File: config.mk
export PLATFORM = sky130hd
export DESIGN_NAME = acm_top
export DESIGN_NICKNAME = d
export VERILOG_FILES = /design/src/rtl/acm_pkg.sv /design/src/rtl/acm_prescaler.sv /design/src/rtl/acm_top.sv
export VERILOG_INCLUDE_DIRS = /design/src /design/src/rtl
export SDC_FILE = /design/constraint.sdc
export NUM_CORES = 1
export LEC_CHECK = 0
export BUFFER_PORTS_ARGS = -buffer_cell sky130_fd_sc_hd__buf_2
export CAP_MARGIN = 20
export CORE_UTILIZATION = 49
export CTS_BUF_LIST = sky130_fd_sc_hd__clkbuf_8
export DETAILED_ROUTE_END_ITERATION = 8
export PLACE_DENSITY = 0.86
export SKIP_CTS_REPAIR_TIMING = 1
export SYNTH_ARGS = -nofsm -noshare
export SYNTH_HDL_FRONTEND = slang
export SYNTH_SLANG_ARGS = --single-unit
export TNS_END_PERCENT = 5
File: constraint.sdc
create_clock -name core_clk -period 3.25 [get_ports core_clk]
set_clock_uncertainty 0.05 [all_clocks]
set_input_delay 0.8125 -clock core_clk [delete_from_list [all_inputs] [get_ports core_clk]]
set_output_delay 0.8125 -clock core_clk [all_outputs]
set_load 0.05 [all_outputs]
File: src/rtl/acm_consts.svh
// constants for the converter control block: register indices, fields, counts
// assumes inclusion by rtl and testbench files; byte address is four times the index
`ifndef ACM_CONSTS_SVH
`define ACM_CONSTS_SVH

// register indices and byte addresses
`define ACM_IDX_CSA          8'h06
`define ACM_IDX_CRS          8'h07
`define ACM_IDX_RES_LO       8'h04
`define ACM_IDX_RES_HI       8'h05
`define ACM_IDX_CSB          8'h08
`define ACM_ADDR_W           8
`define ACM_ADDR_CSA         8'h18
`define ACM_ADDR_CRS         8'h1C
`define ACM_ADDR_RES_LO      8'h10
`define ACM_ADDR_RES_HI      8'h14
`define ACM_ADDR_CSB         8'h20

// reset values
`define ACM_RST_CSA          8'h00
`define ACM_RST_CRS          8'h00
`define ACM_RST_CSB          8'h00

// control_status_a_register fields
`define ACM_CSA_EN           7
`define ACM_CSA_START        6
`define ACM_CSA_AUTO         5
`define ACM_CSA_FLAG         4
`define ACM_CSA_IE           3
`define ACM_CSA_DIV_HI       2
`define ACM_CSA_DIV_LO       0

// channel_reference_register fields
`define ACM_CRS_REF_HI       7
`define ACM_CRS_REF_LO       6
`define ACM_CRS_LEFT         5
`define ACM_CRS_CHAN_HI      4
`define ACM_CRS_CHAN_LO      0

// control_status_b_register fields
`define ACM_CSB_REF_EXT      7
`define ACM_CSB_CHAN_TOP     6
`define ACM_CSB_GAIN_HI      5
`define ACM_CSB_TRIG_HI      2
`define ACM_CSB_TRIG_LO      0

// conversion lengths in converter clocks
`define ACM_LEN_LONG         5'd25
`define ACM_LEN_NORMAL       5'd13

// channel code landmarks
`define ACM_CH_SE_LAST       6'h0A
`define ACM_CH_DIFF_LAST     6'h1D
`define ACM_CH_BANDGAP       6'h1E
`define ACM_CH_GROUND        6'h1F
`define ACM_CH_SELF_FIRST    6'h3A
`define ACM_CH_TEMP          6'h3F
`define ACM_UNITY_MASK       32'h2529_9000

// trigger source that means free running
`define ACM_TRIG_FREE        3'h0
`define ACM_APB_ERR_NONE     1'b0

`endif

File: src/rtl/acm_pkg.sv
// types shared by the converter control block
// assumes nothing beyond the consts header
package acm_pkg;

    typedef enum logic [0:0] {
        ACM_IDLE = 1'b0,
        ACM_CONV = 1'b1
    } acm_state_t;

    typedef enum logic [2:0] {
        ACM_REF_SUPPLY      = 3'b000,
        ACM_REF_EXTERNAL    = 3'b001,
        ACM_REF_INT_LOW     = 3'b010,
        ACM_REF_RESERVED    = 3'b011,
        ACM_REF_INT_HIGH    = 3'b100,
        ACM_REF_INT_HIGH_BP = 3'b101
    } acm_ref_t;

    typedef enum logic [1:0] {
        ACM_GAIN_1X  = 2'b00,
        ACM_GAIN_8X  = 2'b01,
        ACM_GAIN_20X = 2'b10,
        ACM_GAIN_32X = 2'b11
    } acm_gain_t;

endpackage

File: src/rtl/acm_prescaler.sv
// converter clock prescaler: one-cycle enable at core_clk / division factor
// assumes div_code is steady while run is high; counter restarts when run drops
`timescale 1ns/1ps
`include "acm_consts.svh"
module acm_prescaler #(
    parameter int CNT_W = 7
) (
    // clock and reset
    input  wire logic             core_clk,
    input  wire logic             reset,
    // control
    input  wire logic             run,
    input  wire logic [2:0]       div_code,
    // converter clock enable
    output logic                  tick
);

    logic [CNT_W-1:0] cnt_r;
    logic [CNT_W-1:0] limit;
    logic             wrap;

    // codes 0 and 1 both divide by two
    assign limit = (div_code == 3'h0) ? CNT_W'(1) : CNT_W'((1 << div_code) - 1);
    assign wrap  = (cnt_r == limit);

    always_ff @(posedge core_clk or posedge reset) begin
        if (reset) begin
            cnt_r <= '0;
            tick  <= 1'b0;
        end else begin
            cnt_r <= (!run || wrap) ? '0 : cnt_r + CNT_W'(1);
            tick  <= run && wrap;
        end
    end

endmodule

File: src/rtl/acm_top.sv
// converter control: channel/reference select, control/status, result view, apb slave
// assumes the analog core presents result_data valid on the last converter tick, while conv_active is still high
// Notes on behaviour
// - reference code from two select bits plus extension bit, 011 reserved.
// - reference writes during a conversion apply only after it completes.
// - after a reference change the next conversion lasts 25 converter clocks.
// - left-adjust bit reshapes the result view at once, even mid-conversion.
// - six-bit channel code picks single-ended pins 0-10, 1.1 V node, ground.
// - differential codes also pick gain, fixed or chosen by gain select bit.
// - codes routing one pin to both inputs are allowed for offset measuring.
// - channel code 111111 selects and enables the temperature sensor.
// - channel writes during a conversion apply only after it completes.
// - enable turns converter on; clearing it aborts any running conversion.
// - writing start begins a conversion; free running continues by itself.
// - first conversion after enabling or a reference change takes 25 clocks, others take 13.
// - start bit reads one while converting; writing zero does nothing.
// - auto-trigger starts a conversion on each rising edge of chosen source.
// - done flag sets when a conversion ends and the result is stored.
// - done flag clears on interrupt vector or write of one; zero keeps it.
// - interrupt request while flag, enable bit and global enable all set.
// - divider field gives 2,2,4,8,16,32,64,128 from the system clock.
// - right-adjusted result fills low byte and two high bits, rest zero.
//
// Our own choice: the APB slave port.
`timescale 1ns/1ps
`include "acm_consts.svh"
module acm_top
    import acm_pkg::*;
#(
    parameter int RES_W  = 10,
    parameter int TRIG_N = 8
) (
    // clock and reset
    input  wire logic              core_clk,
    input  wire logic              reset,
    // apb slave
    input  wire logic              psel,
    input  wire logic              penable,
    input  wire logic              pwrite,
    input  wire logic [7:0]        paddr,
    input  wire logic [31:0]       pwdata,
    output logic [31:0]            prdata,
    output logic                   pready,
    output logic                   pslverr,
    // processor side
    input  wire logic              global_irq_enable,
    input  wire logic              irq_vector_taken,
    output logic                   conversion_irq,
    // trigger sources
    input  wire logic [TRIG_N-1:0] trigger_in,
    // analog core
    input  wire logic [RES_W-1:0]  result_data,
    output logic                   converter_on,
    output logic                   conv_active,
    output logic                   conv_init,
    output logic                   conv_clk_en,
    output acm_ref_t               ref_source,
    output logic [5:0]             channel_code,
    output logic                   channel_diff,
    output acm_gain_t              channel_gain,
    output logic                   temp_sensor_en
);

    // register state
    logic [7:0]       csa_r;
    logic [7:0]       crs_r;
    logic [7:0]       csb_r;
    logic [RES_W-1:0] result_r;
    acm_state_t       state_r;
    logic [4:0]       cnt_r;
    logic [4:0]       len_r;
    logic             first_pending_r;
    logic             ref_changed_r;
    logic             trig_prev_r;
    logic             done_flag_r;
    logic             start_bit_r;
    logic             en_r;
    logic [2:0]       app_ref_r;
    logic [5:0]       app_chan_r;
    logic             app_gain_hi_r;

    // bus decode
    wire setup_ph   = psel && !penable;
    wire access_ok  = psel && penable && pready;
    wire wr_fire    = access_ok && pwrite;
    wire sel_csa    = (paddr == `ACM_ADDR_CSA);
    wire sel_crs    = (paddr == `ACM_ADDR_CRS);
    wire sel_csb    = (paddr == `ACM_ADDR_CSB);
    wire sel_lo     = (paddr == `ACM_ADDR_RES_LO);
    wire sel_hi     = (paddr == `ACM_ADDR_RES_HI);
    wire mapped     = sel_csa || sel_crs || sel_csb || sel_lo || sel_hi;
    wire wr_csa     = wr_fire && sel_csa;
    wire wr_crs     = wr_fire && sel_crs;
    wire wr_csb     = wr_fire && sel_csb;

    // control decode
    wire       en_nxt     = wr_csa ? pwdata[`ACM_CSA_EN] : en_r;
    wire       en_rise    = en_nxt && !en_r;
    wire       auto_en    = csa_r[`ACM_CSA_AUTO];
    wire [2:0] div_code   = csa_r[`ACM_CSA_DIV_HI:`ACM_CSA_DIV_LO];
    wire [2:0] trig_sel   = csb_r[`ACM_CSB_TRIG_HI:`ACM_CSB_TRIG_LO];
    wire       free_run   = auto_en && (trig_sel == `ACM_TRIG_FREE);
    wire       tick;

    // requested settings
    wire [2:0] req_ref    = {csb_r[`ACM_CSB_REF_EXT], crs_r[`ACM_CRS_REF_HI],
                             crs_r[`ACM_CRS_REF_LO]};
    wire [5:0] req_chan   = {csb_r[`ACM_CSB_CHAN_TOP],
                             crs_r[`ACM_CRS_CHAN_HI:`ACM_CRS_CHAN_LO]};
    wire       left_adj   = crs_r[`ACM_CRS_LEFT];

    // trigger edge, free-running source counts as no edge source
    wire       trig_now   = trigger_in[trig_sel];
    wire       trig_edge  = auto_en && !free_run && trig_now && !trig_prev_r;

    wire       busy       = (state_r == ACM_CONV);
    wire       last_tick  = busy && tick && (cnt_r == len_r - 5'd1);
    wire       sw_start   = wr_csa && pwdata[`ACM_CSA_START];
    // starts while busy are dropped rather than queued
    wire       start_req  = !busy && en_nxt && (sw_start || trig_edge);
    wire       restart    = last_tick && free_run && en_r;
    wire       abort      = busy && !en_nxt;
    wire       ref_diff   = (req_ref != app_ref_r);
    wire       want_long  = first_pending_r || en_rise || ref_changed_r || ref_diff;

    // done flag: hardware set beats software or vector clear
    wire       flag_clr   = irq_vector_taken ||
                            (wr_csa && pwdata[`ACM_CSA_FLAG]);
    wire       flag_nxt   = last_tick || (done_flag_r && !flag_clr);

    // reference decode
    acm_ref_t ref_dec;
    always_comb begin
        unique case (app_ref_r)
            3'b000, 3'b100: ref_dec = ACM_REF_SUPPLY;
            3'b001, 3'b101: ref_dec = ACM_REF_EXTERNAL;
            3'b010:         ref_dec = ACM_REF_INT_LOW;
            3'b011:         ref_dec = ACM_REF_RESERVED;
            3'b110:         ref_dec = ACM_REF_INT_HIGH;
            3'b111:         ref_dec = ACM_REF_INT_HIGH_BP;
        endcase
    end

    // channel decode
    wire lo_diff    = (app_chan_r > `ACM_CH_SE_LAST) && (app_chan_r <= `ACM_CH_DIFF_LAST);
    wire hi_diff    = app_chan_r[5] && (app_chan_r != `ACM_CH_TEMP);
    wire diff_dec   = lo_diff || hi_diff;
    wire [31:0] unity_sh = `ACM_UNITY_MASK >> app_chan_r[4:0];
    wire lo_unity   = unity_sh[0];
    // self-paired codes at the top end are all the high-gain pair
    wire hi_lowgain = app_chan_r[0] && (app_chan_r < `ACM_CH_SELF_FIRST);
    acm_gain_t gain_dec;
    always_comb begin
        if (lo_diff) begin
            gain_dec = lo_unity ? ACM_GAIN_1X : ACM_GAIN_20X;
        end else if (hi_diff && hi_lowgain) begin
            gain_dec = app_gain_hi_r ? ACM_GAIN_8X : ACM_GAIN_1X;
        end else if (hi_diff) begin
            gain_dec = app_gain_hi_r ? ACM_GAIN_32X : ACM_GAIN_20X;
        end else begin
            gain_dec = ACM_GAIN_1X;
        end
    end

    // result view follows the adjust bit combinationally
    wire [7:0] res_lo = left_adj ? {result_r[1:0], 6'h00} : result_r[7:0];
    wire [7:0] res_hi = left_adj ? result_r[9:2] : {6'h00, result_r[9:8]};

    wire [7:0] csa_view = {en_r, start_bit_r, csa_r[`ACM_CSA_AUTO], done_flag_r,
                           csa_r[`ACM_CSA_IE:0]};
    wire [7:0] rd_byte  = sel_csa ? csa_view :
                          sel_crs ? crs_r    :
                          sel_csb ? csb_r    :
                          sel_lo  ? res_lo   :
                          sel_hi  ? res_hi   : 8'h00;

    acm_prescaler #(
        .CNT_W    (7)
    ) u_prescaler (
        .core_clk (core_clk),
        .reset    (reset),
        .run      (en_r),
        .div_code (div_code),
        .tick     (tick)
    );

    // apb: no wait states, answer prepared in the setup cycle
    always_ff @(posedge core_clk or posedge reset) begin
        if (reset) begin
            pready  <= 1'b0;
            pslverr <= `ACM_APB_ERR_NONE;
            prdata  <= 32'h0000_0000;
        end else begin
            pready  <= setup_ph;
            pslverr <= setup_ph && !mapped;
            if (setup_ph) begin
                prdata <= {24'h00_0000, rd_byte};
            end
        end
    end

    // software registers
    always_ff @(posedge core_clk or posedge reset) begin
        if (reset) begin
            csa_r <= `ACM_RST_CSA;
            crs_r <= `ACM_RST_CRS;
            csb_r <= `ACM_RST_CSB;
            en_r  <= 1'b0;
        end else begin
            en_r <= en_nxt;
            if (wr_csa) begin
                csa_r <= pwdata[7:0];
            end
            if (wr_crs) begin
                crs_r <= pwdata[7:0];
            end
            if (wr_csb) begin
                csb_r <= pwdata[7:0];
            end
        end
    end

    // settings reach the analog side only between conversions
    always_ff @(posedge core_clk or posedge reset) begin
        if (reset) begin
            app_ref_r     <= 3'b000;
            app_chan_r    <= 6'h00;
            app_gain_hi_r <= 1'b0;
            ref_changed_r <= 1'b0;
        end else if (!busy || last_tick) begin
            // free running never idles, so the end of each conversion applies too
            app_ref_r     <= req_ref;
            app_chan_r    <= req_chan;
            app_gain_hi_r <= csb_r[`ACM_CSB_GAIN_HI];
            ref_changed_r <= (start_req || restart) ? 1'b0 : (ref_changed_r || ref_diff);
        end else if (ref_diff) begin
            ref_changed_r <= 1'b1;
        end
    end

    // conversion sequencer
    always_ff @(posedge core_clk or posedge reset) begin
        if (reset) begin
            state_r         <= ACM_IDLE;
            cnt_r           <= 5'd0;
            len_r           <= `ACM_LEN_NORMAL;
            first_pending_r <= 1'b0;
            start_bit_r     <= 1'b0;
        end else begin
            if (abort || (last_tick && !restart)) begin
                state_r     <= ACM_IDLE;
                start_bit_r <= 1'b0;
            end else if (start_req) begin
                state_r     <= ACM_CONV;
                start_bit_r <= 1'b1;
                cnt_r       <= 5'd0;
                len_r       <= want_long ? `ACM_LEN_LONG : `ACM_LEN_NORMAL;
            end else if (restart) begin
                cnt_r       <= 5'd0;
                len_r       <= (ref_changed_r || ref_diff) ? `ACM_LEN_LONG : `ACM_LEN_NORMAL;
            end else if (busy && tick) begin
                cnt_r       <= cnt_r + 5'd1;
            end
            if (start_req) begin
                first_pending_r <= 1'b0;
            end else if (en_rise) begin
                first_pending_r <= 1'b1;
            end
        end
    end

    // flag, result, trigger history
    always_ff @(posedge core_clk or posedge reset) begin
        if (reset) begin
            done_flag_r <= 1'b0;
            result_r    <= '0;
            trig_prev_r <= 1'b0;
        end else begin
            done_flag_r <= flag_nxt;
            trig_prev_r <= trig_now;
            if (last_tick) begin
                result_r <= result_data;
            end
        end
    end

    // analog core and interrupt outputs
    always_ff @(posedge core_clk or posedge reset) begin
        if (reset) begin
            conversion_irq <= 1'b0;
            converter_on   <= 1'b0;
            conv_active    <= 1'b0;
            conv_init      <= 1'b0;
            conv_clk_en    <= 1'b0;
            ref_source     <= ACM_REF_SUPPLY;
            channel_code   <= 6'h00;
            channel_diff   <= 1'b0;
            channel_gain   <= ACM_GAIN_1X;
            temp_sensor_en <= 1'b0;
        end else begin
            conversion_irq <= flag_nxt && csa_r[`ACM_CSA_IE] && global_irq_enable;
            converter_on   <= en_r;
            conv_active    <= busy;
            conv_init      <= busy && (len_r == `ACM_LEN_LONG);
            conv_clk_en    <= tick;
            ref_source     <= ref_dec;
            channel_code   <= app_chan_r;
            channel_diff   <= diff_dec;
            channel_gain   <= gain_dec;
            temp_sensor_en <= (app_chan_r == `ACM_CH_TEMP);
        end
    end

endmodule

; ---- Yosys cells after proc, flatten, opt, wreduce, memory -nomap -nowiden
; Memory sizes are Yosys's and may differ from the RTL's. A register that Yosys moved wholly into a read port is not among the register bits.
; Cells that the tools add are included.
[word_totals]
memories = 1
romBits = 24
wordCells = 150
ramBits = 0
out_inout_bits = 52
latch_bits = 0
ff_bits = 91
in_bits = 65
[memory_table]
columns = name, depth, width, rd, rd_clocked_by_memory_dff, wr, line
row1 = (no name shown), 8, 3, 1, 1, 0, acm_top.sv:134  ; unique case (app_ref_r)
[classes]
bitwise = 1
multipliers = 0
n_addsub = 4
eq_ne = 11
order_cmp = 4
n_reduce_logical = 66
shift = 2
muxes = 32
n_div = 0
[ops]
columns = cell, n
row1 = two-way mux 8 bit, 7
row2 = two-way mux 5 bit, 7
row3 = == test 8 x 5 -> 1 bit (second input constant), 4
row4 = logical AND 1 bit, 32
row5 = right shift 30 x 5 -> 1 bit (first input constant), 1
row6 = logical OR 1 bit, 16
row7 = two-way mux 7 bit, 2
row8 = two-way mux 1 bit, 11
row9 = logical NOT 1 bit, 9
row10 = == test 8 x 6 -> 1 bit (second input constant), 1
row11 = two-way mux 2 bit, 4
row12 = nonzero test 2 bit, 4
row13 = adder 7 x 1 -> 7 bit (second input constant), 1
row14 = == test 7 bit, 1
row15 = left shift 1 x 3 -> 7 bit (first input constant), 1
row16 = subtractor 7 x 2 -> 7 bit (second input constant), 1
row17 = == test 6 bit (second input constant), 1
row18 = > comparator 6 x 4 -> 1 bit (second input constant), 1
row19 = <= comparator 6 x 5 -> 1 bit (second input constant), 1
row20 = logical NOT 3 bit, 2
row21 = less-than comparator 6 bit (second input constant), 1
row22 = inequality test 6 bit (second input constant), 1
row23 = adder 5 x 1 -> 5 bit (second input constant), 1
row24 = == test 5 bit, 1
row25 = other kinds (8), 9

; ---- Longest topological paths before layout
; Gate-level depths: netlist of run 1.
[depth]
word_depth = 11
mapped_depth = 8
depth_no_buf = 8

; ---- Modules after synthesis
; Synthesis of run 1 repeated with hierarchy kept, for this count alone.
[unflattened]
hier_cells = 410
hier_area_um2 = 4498.1
[modules_own_cells]
columns = module, cells_per_inst, seq_area_each_um2, n_inst, area_each_um2
row1 = acm_top, 363, 2053.2, 1, 4040.1
row2 = acm_prescaler, 47, 200.2, 1, 457.9

; ---- Worst setup path after synthesis of run 1
; OpenSTA, ideal clock, no wires.
[synth_timing]
path_type = input -> register
from = input port paddr[2]
to = register len_r[2]
setup_time_ns = 0.082
path_slack_ns = 0.630
required_time_ns = 3.118
t_arrival_ns = 2.488
n_path_buf = 1
stages = 7
cell_sequence = buf_6 nor4bb_4 nand3_2 mux2i_4 o31a_4 nor2_2 mux2_4
[synth_between]
elab_chain_cells = 9
word_cells_on_any_way = 19
classes_between = eq/ne: 1 / mux: 3 / bitwise: 1 / reduce/logical: 14
[synth_lines]
columns = element, line
row1 = from (decl), acm_top.sv:40  ; input wire logic [7:0] paddr,
row2 = == test 8 x 5 -> 1 bit (no line) *, -
row3 = logical AND 1 bit *, acm_top.sv:92  ; wire wr_csa = wr_fire && sel_csa;
row4 = two-way mux 1 bit, acm_top.sv:97  ; wire en_nxt = wr_csa ? pwdata[`ACM_CSA_EN] : en_r;
row5 = logical AND 1 bit, acm_top.sv:98  ; wire en_rise = en_nxt && !en_r;
row6 = logical OR 1 bit (3 in a row), acm_top.sv:124  ; wire want_long = first_pending_r || en_rise || ref_changed_r || ref_diff;
row7 = two-way mux 5 bit (no line), -
row8 = two-way mux 5 bit, acm_top.sv:253  ; end else if (start_req) begin
row9 = to (signal assigned), acm_top.sv:246  ; len_r <= `ACM_LEN_NORMAL;
row10 = to (signal assigned), acm_top.sv:257  ; len_r <= want_long ? `ACM_LEN_LONG : `ACM_LEN_NORMAL;
row11 = to (signal assigned), acm_top.sv:260  ; len_r <= (ref_changed_r || ref_diff) ? `ACM_LEN_LONG : `ACM_LEN_NORMAL;
row12 = to (decl), acm_top.sv:71  ; logic [4:0] len_r;
; Every way passes the cells marked *; elsewhere a longest branch is shown, timed or not.
; A chain may end at the register's enable or synchronous reset.

==> flow_metrics.env, run 1 <==
export IMPL_run_status="complete, no violations"
export IMPL_final_common_cell="dfrtp_1"
export IMPL_yosysUniqueCellTypes=65
export IMPL_synth_seq_area_share=0.507
export IMPL_r2r_end="app_ref_r[1]$_DFFE_PP0P_"
export IMPL_cts_tree="built"
export IMPL_critical_path_class="reg -> reg"
export IMPL_max_freq_ghz=0.390
export IMPL_multi_input_area_sq_mm=0.00197
export IMPL_hp_class="reg -> reg"
export IMPL_drv_slew=0
export IMPL_cp_arrival_ns=2.76
export IMPL_postSynthCellCount=395
export IMPL_whs_path_depth=0
export IMPL_stdcell_count=581
export IMPL_critical_path_endpoint_type="register"
export IMPL_die_area_sq_mm=0.00946
export IMPL_syn_cell_area_sq_mm=0.00445
export IMPL_clk_path_buf_depth=2
export IMPL_postRouteWirelength_microns=9450
export IMPL_first_pass_iters=4
export IMPL_endpoint="app_ref_r[1]$_DFFE_PP0P_"
export IMPL_initial_core_util=0.507
export IMPL_rsz0062_at_grt="no"
export IMPL_ys_warnings_count=0
export IMPL_setup_viol=0
export IMPL_cp_depth=4
export IMPL_drt_iter0_drc=163
export IMPL_worstPathMaxFanout=12
export IMPL_vias=3243
export IMPL_cts_num_sinks=90
export IMPL_start_kind="register"
export IMPL_ys_async_sr_fraction=1.00
export IMPL_top_layer_used="met4"
export IMPL_slew_headroom=0.551
export IMPL_syn_avg_cell_area_sq_um=11.3
export IMPL_design_portCount=117
export IMPL_seq_area_sq_mm=0.00225
export IMPL_clkLatencyLatePin_ns=0.37
export IMPL_drc=0
export IMPL_drive_above_1_share=0.277
export IMPL_final_period_minus_worst_setup_slack_ns=2.57
export IMPL_power_leakage_nw=2.60
export IMPL_ir_drop_uv=170
export IMPL_path_clk_slew_ns=0.09
export IMPL_cp_buffers_inverters=0
export IMPL_final_cell_mix="dfrtp_1 (89), buf_2 (68), nand2_1 (41)"
export IMPL_crit_start="start_bit_r$_DFFE_PP0P_"
export IMPL_antenna_found_initial=0
export IMPL_crit_chain="nand2_1, nor4_2, nand2b_1, mux2_2"
export IMPL_chipWidth_microns=97.3
export IMPL_grt_usage=0.209
export IMPL_post_route_util=0.577
export IMPL_synth_enable_flop_cells=0
export IMPL_overflow=0
export IMPL_maxCapViolCount=0
export IMPL_ff2ff_path_depth=4
export IMPL_syn_to_final_growth_pct=13.7
export IMPL_port_buffers=68
export IMPL_antenna_left=0
export IMPL_finalCritPeriodShare=0.790
export IMPL_numCtsBuffers=9
export IMPL_ys_ff_latch=90
export IMPL_grt_pass1_vias=3289
export IMPL_regToRegSetupSlack_ns=0.68
export IMPL_max_stage_delay_ns=0.64
export IMPL_die_h_microns=97.3
export IMPL_tns_ns=0
export IMPL_p_per_area_mw_per_mm2=428
export IMPL_critical_path_slowest_cell="nor4_2"
export IMPL_required_ns=3.45
export IMPL_hold_violations=0
export IMPL_root_buffer="clkbuf_8"
export IMPL_wl_met2_microns=4810
export IMPL_via_per_inst=5.58
export IMPL_core_sq_mm=0.00876
export IMPL_wl_met3_microns=490
export IMPL_nNetsFinal=540
export IMPL_htreeDepth=3
export IMPL_grt_start_max_net_pins=38
export IMPL_detail_route_wl_per_cell_microns=16.3
export IMPL_dp_cells=565
export IMPL_rows=34
export IMPL_grt_pass1_wl_microns=15500
export IMPL_synthFlopType="dfrtp_1"
export IMPL_place_gp_congestion=0.855
export IMPL_cp_top_family="simple AND/OR/NAND/NOR gates"
export IMPL_worstMarginPinSlew_ns=0.669
export IMPL_n_antenna_cell=0
export IMPL_hpwl_microns=6970
export IMPL_nFillCells=702
export IMPL_m1WireLength_microns=3910
export IMPL_reg2reg_from="start_bit_r$_DFFE_PP0P_"
area by class of cell:
cell class / count / area share
repair buffers: 77 / 0.0831
clock inverters: 7 / 0.0200
flip-flops and latches: 90 / 0.446
multi-input cells: 277 / 0.390
clock buffers: 9 / 0.0245
well taps: 108 / 0.0267
inverters: 13 / 0.00990
flip-flops by register name, indices dropped and copies added, names as in the netlist, 2 cells and up:
register           count
csa_r                  5
prdata                 8
cnt_r                  5
result_r              10
app_chan_r             6
channel_gain           2
ref_source             3
csb_r                  8
crs_r                  8
len_r                  2
app_ref_r              3
u_prescaler.cnt_r      7
channel_code           6
where the power goes:
group | internal [W] | leakage, nW | switching (W) | total [W]
Clock | 0.000440 | 0.106 | 0.000420 | 0.000859
Sequential | 0.00113 | 1.24 | 0.00000469 | 0.00113
Combinational | 0.0000413 | 1.25 | 0.000131 | 0.000172
Yosys cell counts (all sizes together), types with 5 or more instances:
master  count  area (sq um)
mux2       37           420
ha          7          87.6
buf        29           224
nor3b       5          48.8
xor2        7          61.3
mux2i       7          82.6
nand4       5          46.3
and3        6          37.5
a22o        5          43.8
nand3      11          60.1
a21oi       8          40.0
a21o        5          37.5
nor2       25          98.8
inv        13          48.8
nand2      42           165
o21ai      23           115
clkbuf      9          33.8
and2        6          37.5
nor4        5          58.8
dfrtp      89          2230
worst reg2reg max path, delay by kind of cell, from the launching register on:
kind	cells	cell delay (ns)
mux	1	0.41
flops	1	0.59
simple gates	3	1.40
kinds of logic (layout without fill, tap and decap cells):
| logic type | Yosys count | in the layout | synth area share |
|---|---|---|---|
| buffers and inverters | 51 | 106 | 0.0690 |
| adders and majority gates | 7 | 7 | 0.0197 |
| xor gates and xnor gates | 11 | 11 | 0.0217 |
| AOI/OAI and AO/OA | 65 | 65 | 0.101 |
| and+or+nand+nor | 124 | 124 | 0.157 |
| DFF | 90 | 90 | 0.507 |
| other | 1 | 24 | 0.000844 |
| muxes | 46 | 46 | 0.123 |
per-layer routing:
layer  global-route usage  up-vias
met3               0.0453       17
met5                    0        -
met1                0.255     1609
met2                0.349      124
li1                     -     1493
met4                0.109        0
through the flow:
stage | setup slack, ns | hold WS, ns | instance area, sq um | power, W
finish | 0.683 | 0.367 | 5060 | 0.00216
global route | 0.581 | 0.374 | 5060 | 0.00223
CTS | 0.642 | 0.368 | 5060 | 0.00217
detailed placement | 0.421 | 0.352 | 4830 | 0.00133
global placement | 0.460 | 0.345 | 4830 | 0.00132
floorplan | 0.0539 | 0.299 | 4530 | 0.00130
how the worst min path moves through the flow:
stage                            endpoint  slack (ns)                       start
floorplan           conv_active$_DFF_PP0_        0.30     start_bit_r$_DFFE_PP0P_
global placement    conv_clk_en$_DFF_PP0_        0.34  u_prescaler.tick$_DFF_PP0_
detailed placement  conv_clk_en$_DFF_PP0_        0.35  u_prescaler.tick$_DFF_PP0_
CTS                 conv_clk_en$_DFF_PP0_        0.37  u_prescaler.tick$_DFF_PP0_
global route        conv_clk_en$_DFF_PP0_        0.37  u_prescaler.tick$_DFF_PP0_
finish              conv_clk_en$_DFF_PP0_        0.37  u_prescaler.tick$_DFF_PP0_
Power figures use the tool's default switching activity.
==> run 2: changes to the inputs <==
- clock period: 3.25 -> 2.2 ns (I/O delays scaled with it)
==> run 2 against run 1 <==
Net effect: critical path depth is 3 higher; global-route usage is 0.51 points higher; sequential share of layout area is 0.97 points lower; setup slack worse by 0.62 ns; register-to-register slack worse by 0.62 ns; clock-buffer cell count stayed put; cell count is 1.9% higher; largest power group unchanged; fmax is 20% higher; routed wire length is 0.67% higher; first-iteration DRC count is 15% higher; hold slack worse by 0.13 ns; non-clock buffer count is 11 higher.
==> flow_metrics.env, run 2 (synthesis gave the netlist of run 1 again) <==
export IMPL_syn_to_final_growth_pct=16.3
export IMPL_final_common_cell="dfrtp_1"
export IMPL_clk_path_buf_depth=2
export IMPL_critical_path_class="reg -> reg"
export IMPL_hold_violations=0
export IMPL_run_status="complete, no violations"
export IMPL_power_frac_clock=0.395
export IMPL_postRouteWirelength_microns=9510
export IMPL_die_h_microns=97.3
export IMPL_drc=0
export IMPL_seqPwrFrac=0.525
export IMPL_rows=34
export IMPL_rsz0062_at_grt="no"
export IMPL_required_ns=2.39
export IMPL_p_per_area_mw_per_mm2=616
export IMPL_post_route_util=0.590
export IMPL_largest_reg_flops=10
export IMPL_intPower_w=0.00238
export IMPL_hpwl_microns=6840
export IMPL_switchingPower_w=0.000808
export IMPL_grt_usage=0.214
export IMPL_antenna_left=0
export IMPL_p_total_w=0.00319
export IMPL_grt_start_max_net_pins=91
export IMPL_slew_headroom=0.609
export IMPL_power_leakage_nw=2.66
export IMPL_via_per_inst=5.61
export IMPL_antenna_found_initial=0
export IMPL_path_clk_slew_ns=0.10
export IMPL_combinationalPowerShare=0.080
export IMPL_first_pass_iters=5
export IMPL_detail_route_wl_per_cell_microns=16.1
export IMPL_htreeDepth=3
export IMPL_chipWidth_microns=97.3
export IMPL_core_sq_mm=0.00876
export IMPL_final_period_minus_worst_setup_slack_ns=2.14
export IMPL_worstMarginPinSlew_ns=0.586
export IMPL_grt_pass1_wl_microns=16000
export IMPL_cts_tree="built"
export IMPL_numCtsBuffers=9
export IMPL_die_area_sq_mm=0.00946
export IMPL_sw_frac_of_total=0.254
export IMPL_initial_core_util=0.507
export IMPL_design_portCount=117
export IMPL_vias=3321
export IMPL_drt_iter0_drc=188
export IMPL_finalCritPeriodShare=0.972
export IMPL_critical_path_endpoint_type="register"
export IMPL_worstPathMaxFanout=5
export IMPL_root_buffer="clkbuf_8"
export IMPL_drive_above_1_share=0.298
export IMPL_final_cell_mix="dfrtp_1 (88), buf_2 (68), nand2_1 (41)"
export IMPL_hp_class="in -> async"
export IMPL_port_buffers=68
export IMPL_max_freq_ghz=0.468
export IMPL_clkLatencyLatePin_ns=0.36
export IMPL_ir_drop_uv=366
export IMPL_cts_num_sinks=90
export IMPL_maxCapViolCount=0
export IMPL_grt_pass1_vias=3352
export IMPL_n_antenna_cell=0
export IMPL_drv_slew=0
export IMPL_overflow=0
export IMPL_cp_arrival_ns=2.33
export IMPL_start_kind="register"
export IMPL_top_register="result_r"
export IMPL_nNetsFinal=551
export IMPL_setup_viol=0
export IMPL_place_gp_congestion=0.849
==> run 2: cell types whose count changed in the layout (fill, tap and decap cells not counted), sizes merged <==
cell,before,now
buf,77,88
==> run 2: power groups by stage <==
stage / Sequential (W) / Combinational, W / Clock, W
after global routing: 0.00167 / 0.000276 / 0.00135
final: 0.00167 / 0.000255 / 0.00126
after global placement: 0.00170 / 0.000252 / 0
after floorplan: 0.00171 / 0.000203 / 0
after CTS: 0.00167 / 0.000257 / 0.00129
after detailed placement: 0.00171 / 0.000256 / 0
==> run 2: path summary, 6_finish.rpt <==
path                                       startpoint                   endpoint  slack (ns)  cells past startpoint
setup / recovery                 csb_r[0]$_DFFE_PP0P_       len_r[4]$_DFFE_PP0P_        0.06                      7
min in group core_clk                       pwdata[3]       csa_r[3]$_DFFE_PP0N_        0.36                      3
max in group asynchronous                       reset       len_r[2]$_DFFE_PP1P_        1.47                      3
hold reg to reg            u_prescaler.tick$_DFF_PP0_      conv_clk_en$_DFF_PP0_        0.37                      0
hold / removal                                  reset  app_chan_r[2]$_DFFE_PP0P_        0.24                      3
setup reg to reg                 csb_r[0]$_DFFE_PP0P_       len_r[4]$_DFFE_PP0P_        0.06                      7
==> run 2: layout make-up <==
class,count,area (sq um)
inverters,13,52.6
fillers,708,3590
clock buffers,9,124
clock inverters,7,98.8
flip-flops and latches,90,2250
multi-input cells,277,1990
well taps,108,135
repair buffers,88,515
==> run 2: metal layers <==
metal	global-route usage	vias to the layer above	routed length, microns
met1	0.254	1636	3800
met4	0.112	0	269
met2	0.365	149	4840
met5	0	-	0
met3	0.0482	21	604
li1	-	1515	-
==> run 2: critical path, stage by stage (launching register included) <==
cell and delay (ns):
dfrtp_2 0.42, mux4_2 0.51, mux2_4 0.31, a22oi_2 0.23
o31a_4 0.20, nor2_2 0.05, buf_4 0.14, mux2i_1 0.11
==> run 2: stage by stage <==
stage | hold WS, ns | TNS (ns) | cell area (sq um) | setup WS (ns) | cells
3_3_place_gp | 0.338 | -1.65 | 4930 | -0.213 | 576
4_1_cts | 0.273 | -0.000431 | 5150 | -0.000431 | 592
5_1_grt | 0.280 | 0 | 5170 | 0.00331 | 592
3_5_place_dp | 0.342 | -2.95 | 4930 | -0.246 | 576
2_1_floorplan | 0.299 | -0.913 | 4540 | -0.186 | 418
6_report | 0.239 | 0 | 5170 | 0.0619 | 592
